**src/shared/cam_pkg.sv**
```systemverilog
// constants for the counter array module mode block
package cam_pkg;

  // number of capture/compare modules sharing the time base
  localparam int unsigned CAM_NMOD = 5;

  // register indices; byte address is four times the index
  localparam logic [7:0] CAM_IDX_CTRL = 8'hC0;
  localparam logic [7:0] CAM_IDX_CMODE = 8'hC1;
  localparam logic [7:0] CAM_IDX_MODULE0_MODE_CONTROL = 8'hC2;
  localparam logic [7:0] CAM_IDX_MODULE1_MODE_CONTROL = 8'hC3;
  localparam logic [7:0] CAM_IDX_MODULE2_MODE_CONTROL = 8'hC4;
  localparam logic [7:0] CAM_IDX_MODULE3_MODE_CONTROL = 8'hC5;
  localparam logic [7:0] CAM_IDX_MODULE4_MODE_CONTROL = 8'hC6;
  localparam logic [7:0] CAM_IDX_TB = 8'hC8;
  localparam logic [7:0] CAM_IDX_CMP_BASE = 8'hD0;

  // module mode register fields
  localparam int unsigned CAM_MB_ECCF = 0;
  localparam int unsigned CAM_MB_PWM = 1;
  localparam int unsigned CAM_MB_TOG = 2;
  localparam int unsigned CAM_MB_MAT = 3;
  localparam int unsigned CAM_MB_CAPN = 4;
  localparam int unsigned CAM_MB_CAPP = 5;
  localparam int unsigned CAM_MB_ECOM = 6;
  localparam logic [7:0] CAM_MODE_RST = 8'h00;
  localparam logic [7:0] CAM_MODE_WMASK = 8'h7F;

  // control and counter mode fields
  localparam int unsigned CAM_CTRL_RUN = 6;
  localparam int unsigned CAM_CMODE_WATCHDOG_ENABLE = 6;

  // only this module may act as watchdog
  localparam int unsigned CAM_WDT_MOD = 4;

endpackage : cam_pkg

```
**src/cam_top.sv**
```systemverilog
// counter array: shared time base, five capture/compare/pwm modules, apb registers
//
// Behaviour
// - rising pin edge captures time base
// - falling pin edge captures time base
// - both edge bits capture any transition
// - capture copies high and low bytes
// - captured flag with enable raises interrupt
// - comparator plus match gives software timer
// - timer match sets flag, interrupt if enabled
// - toggle mode inverts pin on match
// - pulse width plus comparator drives pin
// - pin low below compare byte, else high
// - low byte reloads from high at wrap
// - all pwm modules share one frequency
// - only module four can be watchdog
// - watchdog needs compare mode and enable
// - watchdog match issues internal reset
// - watchdog reset never drives reset pin
// - clearing enable prevents reset, setting rearms
// - event flags set by hardware, software clears
// - time base counts only while run set
`timescale 1ns/1ns

module cam_top
  import cam_pkg::*;
(
  input wire logic pclk,
  input wire logic presetn,
  input wire logic psel,
  input wire logic penable,
  input wire logic pwrite,
  input wire logic [11:0] paddr,
  input wire logic [31:0] pwdata,
  output logic [31:0] prdata,
  output logic pready,
  output logic pslverr,
  input wire logic count_tick,
  input wire logic [4:0] module_pin_in,
  output logic [4:0] module_pin_out,
  output logic [4:0] module_pin_oe,
  output logic counter_irq,
  output logic watchdog_reset
);

  ////////////////////////////////////////////////////////////////////
  // state

  typedef struct packed {
    logic [15:0] tb;
    logic run;
    logic [4:0] flags;
    logic wdt_en;
    logic [4:0][7:0] mode;
    logic [4:0][7:0] cmp_hi;
    logic [4:0][7:0] cmp_lo;
    logic [4:0] sync1;
    logic [4:0] sync2;
    logic [4:0] prev;
    logic [4:0] pin_out;
    logic [4:0] pin_oe;
    logic wdt_rst;
    logic irq;
    logic [31:0] prdata;
    logic pready;
    logic pslverr;
  } cam_state_t;

  cam_state_t s_q;
  cam_state_t s_d;

  logic wr;
  logic setup;
  logic tick;
  logic tb_wr;
  logic mapped;
  logic [7:0] idx;
  logic [31:0] rd;
  logic [4:0] cap_ev;
  logic [4:0] hit;
  logic [4:0] cmp_md;
  logic [4:0] pwm_md;
  logic [4:0] ecc;

  ////////////////////////////////////////////////////////////////////
  // next state

  // one pass: bus writes first, hardware events after so a set beats a clear
  always_comb begin
    s_d = s_q;
    idx = paddr[9:2];
    setup = psel & ~penable;
    wr = psel & penable & s_q.pready & pwrite & (paddr[11:10] == 2'b00);
    tick = count_tick & s_q.run;
    tb_wr = wr & (idx == CAM_IDX_TB);
    cap_ev = 5'h00;
    hit = 5'h00;
    cmp_md = 5'h00;
    pwm_md = 5'h00;
    ecc = 5'h00;
    mapped = 1'b0;
    rd = 32'h0000_0000;
    s_d.wdt_rst = 1'b0;

    // pins pass two flops; prev is the edge reference, never sync1
    s_d.sync1 = module_pin_in;
    s_d.sync2 = s_q.sync1;
    s_d.prev = s_q.sync2;

    // software writes to control and counter mode
    if (wr && idx == CAM_IDX_CTRL) begin
      s_d.run = pwdata[CAM_CTRL_RUN];
      s_d.flags = s_q.flags & pwdata[4:0];
    end
    if (wr && idx == CAM_IDX_CMODE) begin
      s_d.wdt_en = pwdata[CAM_CMODE_WATCHDOG_ENABLE];
    end

    // time base: a software load wins over the count
    if (tb_wr) begin
      s_d.tb = pwdata[15:0];
    end else if (tick) begin
      s_d.tb = s_q.tb + 16'h0001;
    end

    for (int i = 0; i < 5; i++) begin
      if (wr && idx == CAM_IDX_MODULE0_MODE_CONTROL + 8'(i)) begin
        s_d.mode[i] = pwdata[7:0] & CAM_MODE_WMASK;
      end
      if (wr && idx == CAM_IDX_CMP_BASE + 8'(i)) begin
        s_d.cmp_hi[i] = pwdata[15:8];
        s_d.cmp_lo[i] = pwdata[7:0];
      end

      // mode decode; an all-zero mode matches none of these
      cap_ev[i] = ~s_q.mode[i][CAM_MB_MAT] & ~s_q.mode[i][CAM_MB_TOG]
        & ~s_q.mode[i][CAM_MB_PWM]
        & ((s_q.mode[i][CAM_MB_CAPP] & s_q.sync2[i] & ~s_q.prev[i])
        | (s_q.mode[i][CAM_MB_CAPN] & ~s_q.sync2[i] & s_q.prev[i]));
      cmp_md[i] = s_q.mode[i][CAM_MB_ECOM] & s_q.mode[i][CAM_MB_MAT]
        & ~s_q.mode[i][CAM_MB_PWM] & ~s_q.mode[i][CAM_MB_CAPP]
        & ~s_q.mode[i][CAM_MB_CAPN];
      pwm_md[i] = s_q.mode[i][CAM_MB_ECOM] & s_q.mode[i][CAM_MB_PWM]
        & ~s_q.mode[i][CAM_MB_MAT] & ~s_q.mode[i][CAM_MB_TOG]
        & ~s_q.mode[i][CAM_MB_CAPP] & ~s_q.mode[i][CAM_MB_CAPN];

      // one compare per count, all sixteen bits
      hit[i] = tick & (s_q.tb == {s_q.cmp_hi[i], s_q.cmp_lo[i]});

      // capture beats a software write to the same compare word
      if (cap_ev[i]) begin
        s_d.cmp_hi[i] = s_q.tb[15:8];
        s_d.cmp_lo[i] = s_q.tb[7:0];
        s_d.flags[i] = 1'b1;
      end

      // software timer and high speed output
      if (cmp_md[i] && hit[i]) begin
        s_d.flags[i] = 1'b1;
        if (s_q.mode[i][CAM_MB_TOG]) begin
          s_d.pin_out[i] = ~s_q.pin_out[i];
        end
      end

      // pwm: shared time base sets the period, own byte the duty
      if (pwm_md[i]) begin
        s_d.pin_out[i] = (s_q.tb[7:0] >= s_q.cmp_lo[i]);
        if (tick && s_q.tb[7:0] == 8'hFF) begin
          s_d.cmp_lo[i] = s_q.cmp_hi[i];
        end
      end
      s_d.pin_oe[i] = (cmp_md[i] & s_q.mode[i][CAM_MB_TOG]) | pwm_md[i];

      // watchdog only on module four; otherwise module four is ordinary
      if (i == CAM_WDT_MOD && cmp_md[i] && s_q.wdt_en && hit[i]) begin
        s_d.wdt_rst = 1'b1;
      end
      ecc[i] = s_d.mode[i][CAM_MB_ECCF];
    end

    // interrupt follows the flags and enables of the next state
    s_d.irq = |(s_d.flags & ecc);

    // read mux; data is snapshotted in the setup cycle
    if (paddr[11:10] == 2'b00) begin
      if (idx == CAM_IDX_CTRL) begin
        rd = {24'h00_0000, 1'b0, s_q.run, 1'b0, s_q.flags};
        mapped = 1'b1;
      end
      if (idx == CAM_IDX_CMODE) begin
        rd = {24'h00_0000, 1'b0, s_q.wdt_en, 6'h00};
        mapped = 1'b1;
      end
      if (idx == CAM_IDX_TB) begin
        rd = {16'h0000, s_q.tb};
        mapped = 1'b1;
      end
      for (int i = 0; i < 5; i++) begin
        if (idx == CAM_IDX_MODULE0_MODE_CONTROL + 8'(i)) begin
          rd = {24'h00_0000, s_q.mode[i]};
          mapped = 1'b1;
        end
        if (idx == CAM_IDX_CMP_BASE + 8'(i)) begin
          rd = {16'h0000, s_q.cmp_hi[i], s_q.cmp_lo[i]};
          mapped = 1'b1;
        end
      end
    end

    // fixed one-cycle access phase
    s_d.pready = setup;
    s_d.pslverr = setup & ~mapped;
    if (setup) begin
      s_d.prdata = pwrite ? 32'h0000_0000 : rd;
    end
  end

  ////////////////////////////////////////////////////////////////////
  // registers

  always_ff @(posedge pclk or negedge presetn) begin
    if (!presetn) begin
      s_q <= '0;
    end else begin
      s_q <= s_d;
    end
  end

  // every output straight from the state; reset stays internal
  assign prdata = s_q.prdata;
  assign pready = s_q.pready;
  assign pslverr = s_q.pslverr;
  assign module_pin_out = s_q.pin_out;
  assign module_pin_oe = s_q.pin_oe;
  assign counter_irq = s_q.irq;
  assign watchdog_reset = s_q.wdt_rst;
endmodule : cam_top

```
**config.mk**
```make
export PLATFORM = sky130hd
export DESIGN_NAME = cam_top
export DESIGN_NICKNAME = d
export VERILOG_FILES = /design/src/shared/cam_pkg.sv /design/src/cam_top.sv
export SDC_FILE = /design/constraint.sdc
export NUM_CORES = 1
export LEC_CHECK = 0
export ABC_AREA = 1
export BUFFER_PORTS_ARGS = -buffer_cell sky130_fd_sc_hd__clkbuf_2
export CORE_AREA = 2 2 126 158
export DETAILED_ROUTE_END_ITERATION = 6
export DIE_AREA = 0 0 128 160
export PLACE_DENSITY_LB_ADDON = 0.12
export SLEW_MARGIN = 20
export SYNTH_ARGS = -nofsm -noshare
export SYNTH_HDL_FRONTEND = slang
export SYNTH_SLANG_ARGS = --single-unit
```
**constraint.sdc**
```tcl
create_clock -name pclk -period 2.4 [get_ports pclk]
set_input_delay 0.36 -clock pclk [delete_from_list [all_inputs] [get_ports pclk]]
set_output_delay 0.36 -clock pclk [all_outputs]
set_load 0.1 [all_outputs]
```
==> flow_summary.yaml <==
synth:
  yosysMostFrequentCell: "nand2_1"
  synth_area_per_cell_um2: 7.633
  synth_seq_cells: 183
  syn_area_um2: 11350
  synth_edf_count: 0
  synth_top_area_share_pct: 40.35
  ys_async_sr_fraction_pct: 100.0
  synth_commonest_cells: "nand2_1, dfrtp_1, o21ai_0"
  synthTopCellsByArea: "dfrtp_1, nand2_1, o21ai_0"
  synth_cell_type_count: 44
  yosysSeqAreaShare_pct: 40.35
  synth_area_leader_cell: "dfrtp_1"
  ys.flop_type: "dfrtp_1"
  netlist_instances: 1487
  yosys_warnings: 0
timing:
  drv_slew: 0
  fin_worst_skew_ns: 0.01279
  slew-limit-headroom_pct: 52.36
  finalSetupViolations: 0
  worstMarginPinSlew_ns: 0.7091
  hold_viol_final: 0
  fmax_mhz: 441.1
  tns_ns: 0
  rsz0062_at_grt: "false"
  finalCritPeriodShare_pct: 94.46
  layout_min_cycle_time_ns: 2.267
global_routing:
  grt_overflow: 0
  grt_pass1_wl_um: 59240
  grt_start_max_net_pins: 65
  track_usage_pct: 38.37
  antenna_found_initial: 0
  grt_pass1_vias: 10220
flow_run:
  drv_cap: 0
clocking:
  cts-root-buf: "clkbuf_16"
  path_clk_slew_ns: 0.07
  cts.sink_count: 183
  cts_tree: "done"
  htreeDepth: 4
  insertion_delay_ns: 0.44
  numCtsBuffers: 17
  clock_path_buffers: 2
die:
  die_w_um: 128
  num_rows: 57
  die-area_um2: 20480
  start_util_pct: 59.38
  pin_count: 101
  fp.dieH_um: 160
  coreArea_um2: 19110
placed_design:
  place_hpwl_um: 28950
  place.gp.congestion: 1.007
  port_buffers: 66
route:
  first_pass_iters: 6
  dr.first_iter.drc_count: 1414
  wl_per_cell_um: 21.20
  drt_wl_total_um: 38720
  drc: 0
  routed_via_density: 6.091
  ant_nets: 0
  vias: 11120
power_and_ir_drop:
  p_seq_share_pct: 46.4
  power_w: 0.007157
  p_int_w: 0.005068
  ir_drop_uv: 509.7
  sw_frac_of_total_pct: 29.20
  power_density_nw_per_um2: 556.0
  switchingPower_w: 0.002090
  clockPowerShare_pct: 40.2
  power.leakage_nw: 6.247
  combPwrFrac_pct: 13.4
final_layout:
  fin_util_pct: 67.35
  area_growth_pct: 13.43
  nets: 1673
  fillers: 1717
  antenna_cells: 0
  drive_above_1_share_pct: 13.65
setup_path:
  r2r-start: "s_q[187]"
  critPathMaxFanout: 7
  r2r_cells: 11
  start_kind: "register"
  path_class: "register to register"
  arrival_ns: 2.59
  end_kind: "register"
  reg2reg_setup_slack_ns: 0.13
  cp_data_required_time_ns: 2.72
  rr_endpoint: "module_pin_out[3]"
worst_hold_path:
  hold_path_end: "s_d[52]"
  worstHoldPathCells: 1
  min-delay-path-class: "primary input to register"
  hold_path.startpoint: "module_pin_in[1]"
status:
  status: "finished, final reports clean"
==> power groups by stage <==
stage | Clock, W | Sequential [W] | Combinational [W]
after floorplan | 0 | 0.00335 | 0.000599
after global routing | 0.00301 | 0.00333 | 0.00105
final | 0.00288 | 0.00332 | 0.000958
after detailed placement | 0 | 0.00338 | 0.000932
after CTS | 0.00290 | 0.00332 | 0.000938
after global placement | 0 | 0.00337 | 0.000921
==> metal layers <==
layer  vias up  share of wire (%)  GRT usage (%)
met1      5238                 42          52.76
met4         0                5.4          18.88
li1       5168                  -              -
met2       596                 46          60.53
met3       121                7.3          4.054
met5         -                  0              0
==> cells by family after synthesis <==
logic type                 after synthesis  share of synthesized area (%)
DFF                                    183                          40.35
and+or+nand+nor                        509                          19.04
muxes                                    1                        0.08820
other                                    1                        0.03304
xor gates and xnor gates                30                          2.315
buffers and inverters                  291                          11.44
AOI/OAI and AO/OA                      431                          22.21
adders and majority gates               41                          4.520
==> metrics by stage <==
step	instance area, um2	std cells	hold WS [ns]	worst slack [ns]
2_1_floorplan	11410	1502	0.06441	0.2309
3_3_place_gp	12260	1793	0.3325	0.07328
3_5_place_dp	12260	1793	0.3370	0.06508
4_1_cts	12860	1826	0.02404	0.03099
5_1_grt	12870	1826	0.02044	0.004972
6_report	12870	1826	0.03265	0.1329
==> repair_timing <==
action / 4_1_cts / 5_1_grt
hold buffers: 1 / 0
setup buffers: 0 / 0
hold endpoints to repair: 59 / 0
resized for setup: 0 / 3
endpoints found under the setup margin: 0 / 3
==> worst max-delay path, cell delays in order (launching register included) <==
cell      delay, ns
dfrtp_1        0.37
nand2_1        0.14
inv_1          0.34
o21ai_0        0.15
a221oi_1       0.31
nand3_1        0.15
nor2_1         0.27
nand2_1        0.12
nand2_1        0.08
inv_1          0.03
o21ai_0        0.13
nand2_1        0.06
==> cell type report <==
type / instances / area (um2) / area share (%)
Clock buffer: 21 / 450.4 / 3.499
Clock inverter: 11 / 138.9 / 1.079
Inverter: 191 / 720.7 / 5.598
Multi-Input combinational cell: 1028 / 5533 / 42.98
Sequential cell: 183 / 4581 / 35.58
Tap cell: 236 / 295.3 / 2.294
Timing Repair Buffer: 156 / 1155 / 8.971
==> registers in the layout, summed over array words and instances (netlist names) <==
register and count:
counter_irq 1, module_pin_oe 5, module_pin_out 5, prdata 16
pready 1, pslverr 1, s_d 10, s_q 143
watchdog_reset 1
==> cell usage in the layout (no fill, tap or decap), types with 3 or more instances in the layout <==
| cell type | n |
|---|---|
| dfrtp_1 | 182 |
| a221oi_1 | 17 |
| nor4_1 | 13 |
| clkinv_1 | 8 |
| clkbuf_16 | 17 |
| ha_1 | 41 |
| a21o_1 | 6 |
| inv_1 | 175 |
| nand2_2 | 5 |
| nor2_2 | 9 |
| conb_1 | 16 |
| o21ai_1 | 6 |
| clkbuf_2 | 65 |
| nand2_1 | 292 |
| buf_4 | 78 |
| a21oi_1 | 88 |
| nand4_1 | 17 |
| o22ai_1 | 47 |
| nor3_1 | 28 |
| o221ai_1 | 4 |
| xnor2_1 | 5 |
| or2_2 | 3 |
| xor2_1 | 25 |
| clkinv_4 | 3 |
| nor2_1 | 100 |
| clkbuf_1 | 3 |
| inv_2 | 7 |
| inv_6 | 3 |
| clkinvlp_4 | 3 |
| o21ai_0 | 181 |
| a211oi_1 | 38 |
| o2111ai_1 | 3 |
| nand3_1 | 35 |
| o211ai_1 | 31 |
| buf_12 | 11 |
==> worst max-delay path by stage <==
stage	startpoint	to	slack [ns]
floorplan	pready	s_q[77]	0.23
global placement	s_q[191]	counter_irq	0.07
detailed placement	s_q[191]	counter_irq	0.07
CTS	s_q[191]	counter_irq	0.03
global route	s_q[195]	counter_irq	0.005
finish	s_q[187]	module_pin_out[3]	0.13
Power figures use the tool's default switching activity.
